===== src/core/adcc_pkg.sv =====
// Constants, field layouts and carrier types of the converter control block.
// Assumes one 100 MHz clock and an AXI4-Lite master that drives the registers.
//
// Overview of operation
// - Start high then low launches a conversion
// - Start held high resets converter, busy reads one
// - Busy clears by hardware when conversion ends
// - Completion sets request flag, interrupt when enabled
// - Interrupt needs global and converter enables
// - Divider: 000 undivided to 110 /64, 111 sub
// - Power-down bit high switches the converter off
// - Reference code 01 takes shared pin over
// - Analog pins lose functions and pull-high
// - Analog select overrides port direction control
// - Conversion lasts sixteen converter clock periods
// - Result is twelve bits, full scale FFF
// - Channel code picks pin, amplifier or bandgap
// - Justify bit selects left or right alignment
// - Reference code: supply, external pin, internal
package adcc_pkg;

	// ==========================================================
	// Bus geometry
	localparam int ADDR_W = 8;
	localparam int DATA_W = 32;
	localparam logic [1:0] RESP_OKAY = 2'h0;
	localparam logic [1:0] RESP_SLVERR = 2'h2;

	// ==========================================================
	// Register byte offsets
	localparam logic [7:0] OFF_CTRL_A = 8'h00; // converter_control_register_a
	localparam logic [7:0] OFF_CTRL_B = 8'h04; // converter_control_register_b
	localparam logic [7:0] OFF_RES_LO = 8'h08; // result_low_byte
	localparam logic [7:0] OFF_RES_HI = 8'h0C; // result_high_byte
	localparam logic [7:0] OFF_PIN_LO = 8'h10; // pin_select_register_low
	localparam logic [7:0] OFF_PIN_HI = 8'h14; // pin_select_register_high
	localparam logic [7:0] OFF_INT = 8'h18; // interrupt enables and flag

	// ==========================================================
	// Field positions
	localparam int A_START = 7;
	localparam int A_BUSY = 6;
	localparam int A_PDOWN = 5;
	localparam int B_BGEN = 6;
	localparam int B_JUST = 5;
	localparam int B_REF_LSB = 3;
	localparam int I_GIE = 0;
	localparam int I_CIE = 1;
	localparam int I_FLAG = 2;

	// ==========================================================
	// Reset values
	localparam logic [7:0] RST_CTRL_A = 8'h60; // Busy and power-down high
	localparam logic [7:0] RST_CTRL_B = 8'h00;
	localparam logic [7:0] RST_PIN = 8'h00;

	// ==========================================================
	// Codes
	localparam logic [2:0] DIV_SUB = 3'h7;
	localparam logic [1:0] REF_SUPPLY = 2'h0;
	localparam logic [1:0] REF_EXT_PIN = 2'h1;
	localparam logic [4:0] CH_AMP_A = 5'h08;
	localparam int RES_W = 12;
	localparam logic [11:0] RES_FULL = 12'hFFF;

	// ==========================================================
	// Timing
	localparam int SYS_CLK_NS = 10;
	localparam int CONV_TICKS = 16;
	localparam logic [3:0] LAST_TICK = 4'(CONV_TICKS - 1);
	localparam int CONV_CLK_MIN_NS = 500;
	localparam int CONV_CLK_MAX_NS = 10000;
	localparam int CONV_CLK_MIN_CYC =
		(CONV_CLK_MIN_NS + SYS_CLK_NS - 1) / SYS_CLK_NS;
	localparam int CONV_CLK_MAX_CYC = CONV_CLK_MAX_NS / SYS_CLK_NS;

	// ==========================================================
	// Types
	typedef enum logic [1:0] {
		ST_IDLE = 2'b00, // No conversion running
		ST_HOLD = 2'b01, // Start high, converter held in reset
		ST_CONV = 2'b10 // Counting converter clocks
	} adcc_state_e;

	typedef struct packed {
		logic powerDown; // Analog circuitry off
		logic convReset; // Converter held in reset
		logic sampleEn; // One converter clock step
		logic [4:0] channel; // Raw channel code
		logic [7:0] extSel; // One-hot external input
		logic ampA; // First amplifier output
		logic ampB; // Second amplifier output
		logic bandgap; // Bandgap voltage input
		logic [1:0] refSel; // Reference source code
		logic bandgapEn; // Bandgap circuit enable
	} adcc_ana_s;

	typedef struct packed {
		logic [15:0] analog; // Pin taken as analog input
		logic [15:0] pullEff; // Pull-high after override
		logic [15:0] dirEff; // Direction after override, 1 input
		logic vrefPin; // Shared pin in reference role
	} adcc_pin_s;

endpackage


===== src/core/adcc_conv_ctrl.sv =====
// Converter control top: AXI4-Lite registers, start sequencing,
// conversion timing, result formatting and pin overrides.
// Assumes an analog core that presents a settled 12-bit code on convData.
//
// The AXI4-Lite slave port and the register offsets were decided locally.
module adcc_conv_ctrl (
	input wire logic core_clk, // System clock, 100 MHz
	input wire logic nrst, // Synchronous reset, active low
	input wire logic [7:0] s_axi_awaddr, // Write address
	input wire logic s_axi_awvalid, // Write address valid
	output logic s_axi_awready, // Write address ready
	input wire logic [31:0] s_axi_wdata, // Write data
	input wire logic [3:0] s_axi_wstrb, // Write byte strobes
	input wire logic s_axi_wvalid, // Write data valid
	output logic s_axi_wready, // Write data ready
	output logic [1:0] s_axi_bresp, // Write response
	output logic s_axi_bvalid, // Write response valid
	input wire logic s_axi_bready, // Write response ready
	input wire logic [7:0] s_axi_araddr, // Read address
	input wire logic s_axi_arvalid, // Read address valid
	output logic s_axi_arready, // Read address ready
	output logic [31:0] s_axi_rdata, // Read data
	output logic [1:0] s_axi_rresp, // Read response
	output logic s_axi_rvalid, // Read data valid
	input wire logic s_axi_rready, // Read data ready
	input wire logic subTick, // Sub clock tick
	input wire logic [11:0] convData, // Analog core code
	input wire logic [15:0] pullReq, // Port pull-high settings
	input wire logic [15:0] portDirCtrl, // Port direction, 1 input
	output adcc_pkg::adcc_ana_s anaCtrl, // Analog core controls
	output adcc_pkg::adcc_pin_s pinCtrl, // Pin overrides
	output logic convIrq // Interrupt toward converter vector
);
	import adcc_pkg::*;

	// ==========================================================
	// Register state
	logic startBit; // Start control bit
	logic busy; // conversion_busy_flag
	logic powerDown; // converter_power_down
	logic [4:0] chanSel; // input_channel_select
	logic bandgapEn; // Bandgap circuit enable
	logic justify; // result_justify_select
	logic [1:0] refSel; // reference_source_select
	logic [2:0] divSel; // converter_clock_divider_select
	logic [7:0] pinSelLo; // pin_analog_select_low_group
	logic [7:0] pinSelHi; // pin_analog_select_high_group
	logic gie; // global_interrupt_enable
	logic cie; // converter_interrupt_enable
	logic reqFlag; // Converter interrupt request
	logic [11:0] result; // Latched conversion code

	// ==========================================================
	// Sequencer state
	adcc_state_e state; // Current state
	adcc_state_e next_state; // Following state
	logic [3:0] tickCnt; // Converter clocks elapsed
	logic convTick; // Converter clock enable
	logic convDone; // Last clock of a conversion

	// ==========================================================
	// Write channel
	logic awHeld; // Address captured
	logic wHeld; // Data captured
	logic [7:0] wAddr; // Captured address
	logic [31:0] wData; // Captured data
	logic [3:0] wStrb; // Captured strobes
	logic doWrite; // Both halves present
	logic wLane0; // Low byte lane written
	logic wHit; // Address maps to a register

	assign s_axi_awready = !awHeld && !s_axi_bvalid;
	assign s_axi_wready = !wHeld && !s_axi_bvalid;
	assign doWrite = awHeld && wHeld && !s_axi_bvalid;
	assign wLane0 = doWrite && wStrb[0];
	assign wHit = (wAddr == OFF_CTRL_A) || (wAddr == OFF_CTRL_B) ||
		(wAddr == OFF_RES_LO) || (wAddr == OFF_RES_HI) ||
		(wAddr == OFF_PIN_LO) || (wAddr == OFF_PIN_HI) ||
		(wAddr == OFF_INT);

	// Address and data may arrive in either order
	always_ff @(posedge core_clk) begin
		if (!nrst) begin
			awHeld <= 1'b0;
			wHeld <= 1'b0;
			wAddr <= 8'h00;
			wData <= 32'h0000_0000;
			wStrb <= 4'h0;
			s_axi_bvalid <= 1'b0;
			s_axi_bresp <= RESP_OKAY;
		end else begin
			if (s_axi_awvalid && s_axi_awready) begin
				awHeld <= 1'b1;
				wAddr <= s_axi_awaddr;
			end
			if (s_axi_wvalid && s_axi_wready) begin
				wHeld <= 1'b1;
				wData <= s_axi_wdata;
				wStrb <= s_axi_wstrb;
			end
			if (doWrite) begin
				// Both halves consumed, answer next cycle
				awHeld <= 1'b0;
				wHeld <= 1'b0;
				s_axi_bvalid <= 1'b1;
				s_axi_bresp <= wHit ? RESP_OKAY : RESP_SLVERR;
			end else if (s_axi_bready) begin
				s_axi_bvalid <= 1'b0;
			end
		end
	end

	// ==========================================================
	// Result formatting
	logic [7:0] resLo; // Low result byte view
	logic [7:0] resHi; // High result byte view

	// Unused bits fill with zeros in either alignment
	assign resLo = justify ? result[7:0] : {result[3:0], 4'h0};
	assign resHi = justify ? {4'h0, result[11:8]} : result[11:4];

	// ==========================================================
	// Read channel
	logic [7:0] rByte; // Selected register
	logic rHit; // Address maps to a register

	assign rHit = (s_axi_araddr == OFF_CTRL_A) ||
		(s_axi_araddr == OFF_CTRL_B) || (s_axi_araddr == OFF_RES_LO) ||
		(s_axi_araddr == OFF_RES_HI) || (s_axi_araddr == OFF_PIN_LO) ||
		(s_axi_araddr == OFF_PIN_HI) || (s_axi_araddr == OFF_INT);
	assign rByte =
		(s_axi_araddr == OFF_CTRL_A) ?
			{startBit, busy, powerDown, chanSel} :
		(s_axi_araddr == OFF_CTRL_B) ?
			{1'b0, bandgapEn, justify, refSel, divSel} :
		(s_axi_araddr == OFF_RES_LO) ? resLo :
		(s_axi_araddr == OFF_RES_HI) ? resHi :
		(s_axi_araddr == OFF_PIN_LO) ? pinSelLo :
		(s_axi_araddr == OFF_PIN_HI) ? pinSelHi :
		(s_axi_araddr == OFF_INT) ? {5'h00, reqFlag, cie, gie} : 8'h00;
	assign s_axi_arready = !s_axi_rvalid;

	// Data is captured with the address, so it holds while rvalid stands
	always_ff @(posedge core_clk) begin
		if (!nrst) begin
			s_axi_rvalid <= 1'b0;
			s_axi_rdata <= 32'h0000_0000;
			s_axi_rresp <= RESP_OKAY;
		end else if (s_axi_arvalid && s_axi_arready) begin
			s_axi_rvalid <= 1'b1;
			s_axi_rdata <= {24'h00_0000, rByte};
			s_axi_rresp <= rHit ? RESP_OKAY : RESP_SLVERR;
		end else if (s_axi_rready) begin
			s_axi_rvalid <= 1'b0;
		end
	end

	// ==========================================================
	// Control registers; busy is not among the written fields
	always_ff @(posedge core_clk) begin
		if (!nrst) begin
			startBit <= RST_CTRL_A[A_START];
			powerDown <= RST_CTRL_A[A_PDOWN];
			chanSel <= RST_CTRL_A[4:0];
			bandgapEn <= RST_CTRL_B[B_BGEN];
			justify <= RST_CTRL_B[B_JUST];
			refSel <= RST_CTRL_B[B_REF_LSB +: 2];
			divSel <= RST_CTRL_B[2:0];
			pinSelLo <= RST_PIN;
			pinSelHi <= RST_PIN;
			gie <= 1'b0;
			cie <= 1'b0;
		end else if (wLane0) begin
			if (wAddr == OFF_CTRL_A) begin
				startBit <= wData[A_START];
				powerDown <= wData[A_PDOWN];
				chanSel <= wData[4:0];
			end else if (wAddr == OFF_CTRL_B) begin
				bandgapEn <= wData[B_BGEN];
				justify <= wData[B_JUST];
				refSel <= wData[B_REF_LSB +: 2];
				divSel <= wData[2:0];
			end else if (wAddr == OFF_PIN_LO) begin
				pinSelLo <= wData[7:0];
			end else if (wAddr == OFF_PIN_HI) begin
				pinSelHi <= wData[7:0];
			end else if (wAddr == OFF_INT) begin
				gie <= wData[I_GIE];
				cie <= wData[I_CIE];
			end
		end
	end

	// ==========================================================
	// Request flag: a completion in the clearing cycle still sets it
	logic flagWrite; // Software writes the flag
	assign flagWrite = wLane0 && (wAddr == OFF_INT);

	always_ff @(posedge core_clk) begin
		if (!nrst) begin
			reqFlag <= 1'b0;
		end else if (convDone) begin
			reqFlag <= 1'b1;
		end else if (flagWrite) begin
			reqFlag <= wData[I_FLAG];
		end
	end

	// Interrupt only with both enables set; else software polls busy
	assign convIrq = reqFlag && gie && cie;

	// ==========================================================
	// Converter clock
	adcc_clk_div uDiv (
		.core_clk(core_clk),
		.nrst(nrst),
		.divSel(divSel),
		.subTick(subTick),
		.convTick(convTick)
	);

	// ==========================================================
	// Sequencer; a powered-down converter makes no progress
	assign convDone = (state == ST_CONV) && convTick && !powerDown &&
		(tickCnt == LAST_TICK);

	always_comb begin
		next_state = state;
		case (state)
			ST_IDLE: begin
				if (startBit) begin
					next_state = ST_HOLD;
				end
			end
			ST_HOLD: begin
				if (!startBit) begin
					next_state = ST_CONV;
				end
			end
			ST_CONV: begin
				// Raising start again aborts and resets
				if (startBit) begin
					next_state = ST_HOLD;
				end else if (convDone) begin
					next_state = ST_IDLE;
				end
			end
			default: begin
				next_state = ST_IDLE;
			end
		endcase
	end

	// State, clock count, busy flag and result capture
	always_ff @(posedge core_clk) begin
		if (!nrst) begin
			state <= ST_IDLE;
			tickCnt <= 4'h0;
			busy <= RST_CTRL_A[A_BUSY];
			result <= 12'h000;
		end else begin
			state <= next_state;
			if (state != ST_CONV) begin
				tickCnt <= 4'h0;
			end else if (convTick && !powerDown) begin
				tickCnt <= tickCnt + 4'h1;
			end
			if (startBit) begin
				busy <= 1'b1;
			end else if (convDone) begin
				busy <= 1'b0;
				result <= convData;
			end
		end
	end

	// ==========================================================
	// Analog core controls
	assign anaCtrl.powerDown = powerDown;
	assign anaCtrl.convReset = (state == ST_HOLD);
	assign anaCtrl.sampleEn = (state == ST_CONV) && convTick && !powerDown;
	assign anaCtrl.channel = chanSel;
	assign anaCtrl.extSel = (chanSel[4:3] == 2'b00) ?
		8'(8'h01 << chanSel[2:0]) : 8'h00;
	assign anaCtrl.ampA = (chanSel == CH_AMP_A);
	assign anaCtrl.ampB = (chanSel[4:3] == 2'b01) &&
		(chanSel != CH_AMP_A);
	assign anaCtrl.bandgap = chanSel[4];
	assign anaCtrl.refSel = refSel;
	assign anaCtrl.bandgapEn = bandgapEn;

	// ==========================================================
	// Pin overrides
	logic [15:0] pinSel; // Both select groups
	assign pinSel = {pinSelHi, pinSelLo};
	assign pinCtrl.analog = pinSel;
	assign pinCtrl.pullEff = pullReq & ~pinSel;
	assign pinCtrl.dirEff = portDirCtrl | pinSel;
	assign pinCtrl.vrefPin = (refSel == REF_EXT_PIN);

	// Run length kept apart from tickCnt, so the check is independent
	logic [4:0] fastCnt; // Cycles spent in the current conversion
	logic fastRun; // Run so far undivided and powered

	// Only full-rate runs are judged; slower ones may wrap the count
	always_ff @(posedge core_clk) begin
		if (!nrst || (state != ST_CONV)) begin
			fastCnt <= 5'h00;
			fastRun <= 1'b1;
		end else begin
			fastCnt <= fastCnt + 5'h01;
			fastRun <= fastRun && (divSel == 3'h0) && !powerDown;
		end
	end
endmodule // adcc_conv_ctrl


===== src/core/adcc_clk_div.sv =====
// Converter clock divider: one-cycle enable pulses from the system clock.
// Assumes the sub clock arrives as a synchronous one-cycle tick.
module adcc_clk_div (
	input wire logic core_clk, // System clock
	input wire logic nrst, // Synchronous reset, active low
	input wire logic [2:0] divSel, // Divider code
	input wire logic subTick, // Sub clock tick
	output logic convTick // Converter clock enable
);
	import adcc_pkg::*;

	// ==========================================================
	// Free-running prescaler
	logic [5:0] preCnt; // Prescale counter
	logic [5:0] mask; // Low bits that must be all ones

	// Code n divides by two to the n
	assign mask = 6'((7'h01 << divSel) - 7'h01);
	// Sub code ignores the prescaler entirely
	assign convTick = (divSel == DIV_SUB) ? subTick :
		((preCnt & mask) == mask);

	// Counter wraps every 64 cycles, the longest divide
	always_ff @(posedge core_clk) begin
		if (!nrst) begin
			preCnt <= 6'h00;
		end else begin
			preCnt <= preCnt + 6'h01;
		end
	end

endmodule // adcc_clk_div


===== config.mk =====
export PLATFORM = sky130hd
export DESIGN_NAME = adcc_conv_ctrl
export DESIGN_NICKNAME = d
export VERILOG_FILES = /design/src/core/adcc_pkg.sv /design/src/core/adcc_conv_ctrl.sv /design/src/core/adcc_clk_div.sv
export SDC_FILE = /design/constraint.sdc
export NUM_CORES = 1
export LEC_CHECK = 0
export ABC_AREA = 1
export BUFFER_PORTS_ARGS = -buffer_cell sky130_fd_sc_hd__buf_2
export CAP_MARGIN = 20
export CORE_ASPECT_RATIO = 0.6
export CORE_MARGIN = 8
export CORE_UTILIZATION = 47
export DETAILED_ROUTE_END_ITERATION = 12
export GPL_ROUTABILITY_DRIVEN = 0
export MAX_ROUTING_LAYER = met4
export PLACE_DENSITY = 0.81
export RECOVER_POWER = 50
export SLEW_MARGIN = 20
export SYNTH_ARGS = -nofsm -noshare
export SYNTH_HDL_FRONTEND = slang
export SYNTH_SLANG_ARGS = --single-unit

===== constraint.sdc =====
create_clock -name core_clk -period 1.7 [get_ports core_clk]
set_input_delay 0.34 -clock core_clk [delete_from_list [all_inputs] [get_ports core_clk]]
set_output_delay 0.34 -clock core_clk [all_outputs]
set_load 0.02 [all_outputs]

==> flow_summary.json <==
{
  "portBuffers": 163,
  "min_path_type": "primary input to register",
  "cts_hold_buffers": 0,
  "drv_slew": 0,
  "synth_edf_count": 0,
  "critPathKind": "register to output port",
  "tns_ns": -0.00887,
  "boundaryPins": 217,
  "reg2reg_from": "awHeld",
  "syn_area_sq_um": 4640,
  "synthTopCellsByArea": "dfxtp_1, nand2_1, nor2_1",
  "final_layout_size_suffix_gt1_frac": 0.338,
  "multi_input_area_sq_um": 2300,
  "vdd_ir_drop_max_mv": 0.646,
  "cpPeakStageDelay_ns": 0.36,
  "final_antenna_net_count": 0,
  "hold_violations": 0,
  "dieArea_sq_um": 13400,
  "htreeDepth": 3,
  "ys.flop_type": "dfxtp_1",
  "antenna_found_initial": 0,
  "die_y_um": 93,
  "fillerInstances": 904,
  "fin_ws_ns": -0.00887,
  "cts_made_buffers": 9,
  "drt-pass1-iter-count": 5,
  "ys_warn_count": 0,
  "crit_path_cell_trace": "inv_1 -> o21ai_1 -> nand2_1 -> nand3_2 -> nand2_2 -> nand3_2 -> inv_2 -> buf_6",
  "clkLatencyLatePin_ns": 0.35,
  "outcome": "complete, but fails checks",
  "final_cell_area_sq_um": 6180,
  "stdcell_count": 1009,
  "fin_worst_skew_ns": 0.00704,
  "rr_worst_depth": 10,
  "drc": 0,
  "rsz0062_at_grt": "true",
  "rows": 28,
  "cp-startpoint": "divSel[0]",
  "critical_path.endpoint_type": "output port",
  "dp_hpwl_mm": 11.5,
  "ys_ff_latch": 89,
  "coreArea_sq_um": 9740,
  "vias_per_cell": 4.85,
  "clk_path_buf_depth": 2,
  "post-place-ws_ns": 0.0309,
  "cts-root-buf": "clkbuf_16",
  "fin_crit_sh": 1.01,
  "area_delta_synth_final_pct": 33.0,
  "drt-total-wl_mm": 14.6,
  "crit_end": "anaCtrl[19]",
  "place_inst": 981,
  "wl_per_cell_um": 14.5,
  "maxCapViolations": 0,
  "async_reset_ff_frac": 0,
  "max-slew-margin-rel": 0.638,
  "grtUsageTotal": 0.217,
  "timing.fmax_ghz": 0.585,
  "gr-total-overflow": 0,
  "start_util": 0.477,
  "worstMarginPinSlew_ns": 0.544,
  "synth_top_area_frac": 0.384,
  "timing.rr.end": "pinSelLo[1]",
  "crit_path_start_kind": "register",
  "grt_max_degree": 21,
  "setup_viol": 1,
  "clock_sinks": 89,
  "regArea_sq_um": 1800,
  "n_antenna_cell": 0,
  "nets": 975,
  "synth_seq_area_share": 0.384,
  "cpMostUsedCell": "nand3_2",
  "failed_checks": "negative setup slack",
  "synthTopCellsByCount": "nand2_1, nor2_1, inv_1, dfxtp_1, a21oi_1",
  "postSynthCellCount": 681,
  "cts_tree": "done",
  "powerDensity_nw_per_um2": 831,
  "grt_pass1_wl_mm": 22.6,
  "synth_top_area_cell": "dfxtp_1",
  "p_leak_nw": 3.04,
  "grt_pass1_vias": 4529,
  "slowest_stage": "dfxtp_2",
  "crit_fanout": 4,
  "crit_required_ns": 1.36,
  "cp.arrival_ns": 1.37,
  "place_area_sq_um": 5650,
  "vias": 4890,
  "cts.clk_slew.worst_paths_ns": 0.07,
  "drt-initial-drc-count": 305,
  "die_w_um": 144,
  "r2r_slack_ns": 0.07,
  "fin_crit_ns": 1.71,
  "synth_area_per_cell_sq_um": 6.82,
  "ys_types": 39
}
cell type report:
| cell class | instances | share of cell area |
|---|---|---|
| Multi-Input combinational cell | 463 | 0.372 |
| Sequential cell | 89 | 0.291 |
| Timing Repair Buffer | 200 | 0.190 |
| Inverter | 106 | 0.0644 |
| Clock buffer | 9 | 0.0365 |
| Tap cell | 135 | 0.0273 |
| Clock inverter | 7 | 0.0192 |
worst min path at each step:
| stage | from | end | slack (ns) | cells past startpoint |
|---|---|---|---|---|
| finish | s_axi_awaddr[0] | wAddr[0] | 0.25 | 3 |
| global route | s_axi_awaddr[5] | wAddr[5] | 0.26 | 3 |
| global placement | busy | busy | 0.43 | 2 |
| CTS | s_axi_awaddr[5] | wAddr[5] | 0.23 | 3 |
| detailed placement | state[0] | state[0] | 0.43 | 1 |
| floorplan | state[0] | state[0] | 0.42 | 1 |
critical path: cells and delay by family, from the launching register on:
family	cells	cell delay, ns
flops	1	0.36
simple gates	4	0.31
compound gates	1	0.12
buf+inv	3	0.24
per-layer routing:
| layer | vias to the layer above | global-route usage | wire (um) |
|---|---|---|---|
| met2 | 207 | 0.332 | 6330 |
| li1 | 2473 | - | - |
| met4 | 0 | 0.0543 | 131 |
| met1 | 2201 | 0.282 | 6490 |
| met3 | 9 | 0.0560 | 1640 |
| met5 | - | - | 0 |
placed cells by master, fill, tap and decap left out, types with 3 or more instances in the layout:
cell | netlist | final
a21oi_2 | 2 | 3
nor3_1 | 6 | 3
dfxtp_2 | 0 | 11
nor2_1 | 104 | 101
nor3_2 | 1 | 4
o21ai_2 | 2 | 4
buf_12 | 0 | 4
o21ai_0 | 57 | 53
bufinv_16 | 0 | 3
buf_4 | 32 | 28
nand2_1 | 104 | 100
inv_1 | 99 | 95
inv_2 | 5 | 9
o211ai_1 | 4 | 4
dfxtp_1 | 89 | 77
nor2_2 | 4 | 7
buf_2 | 2 | 160
nor2_4 | 6 | 6
conb_1 | 1 | 26
nand2_2 | 4 | 8
a211oi_1 | 5 | 5
o21ai_1 | 2 | 4
or2_2 | 19 | 18
nand3_1 | 34 | 32
buf_6 | 2 | 4
nand3_2 | 3 | 5
clkbuf_1 | 10 | 3
a21oi_1 | 65 | 64
clkbuf_16 | 0 | 10
sequential cells by signal, indices dropped and copies added, names as in the netlist, 2 cells and up:
register and cells:
tickCnt 4, wData 8, uDiv.preCnt 6, wAddr 8
chanSel 5, refSel 2, divSel 3, state 2
pinSelHi 8, result 12, pinSelLo 8, s_axi_rdata 8
what timing repair did:
item                       CTS  global route
gates resized for setup     15            27
setup buffers                4             7
setup endpoints to repair    3            27
pin swaps                    5             9
cloned                       0             1
kinds of logic (layout without fill, tap and decap cells):
family                     Yosys count  count (layout)  share of synthesized area
AOI/OAI and AO/OA                  140             140                      0.161
xor gates and xnor gates             1               1                    0.00189
adders and majority gates            2               2                    0.00539
buffers and inverters              154             322                      0.154
DFF                                 89              89                      0.384
other                                1              26                   0.000807
and+or+nand+nor                    294             294                      0.293
report_power, final:
group          internal [W]  total, W  leakage, nW  switching (W)
logic              0.000228  0.000645         2.15       0.000417
registers           0.00215   0.00221        0.730      0.0000575
clock network       0.00144   0.00228        0.162       0.000843
metrics by stage:
step / power [W] / hold WS (ns) / util
finish: 0.00513 / 0.247 / 0.634
global route: 0.00533 / 0.258 / 0.634
CTS: 0.00515 / 0.233 / 0.621
detailed placement: 0.00289 / 0.430 / 0.580
global placement: 0.00287 / 0.433 / 0.580
floorplan: 0.00268 / 0.417 / -
No activity file was read; power rests on OpenSTA's default activity.
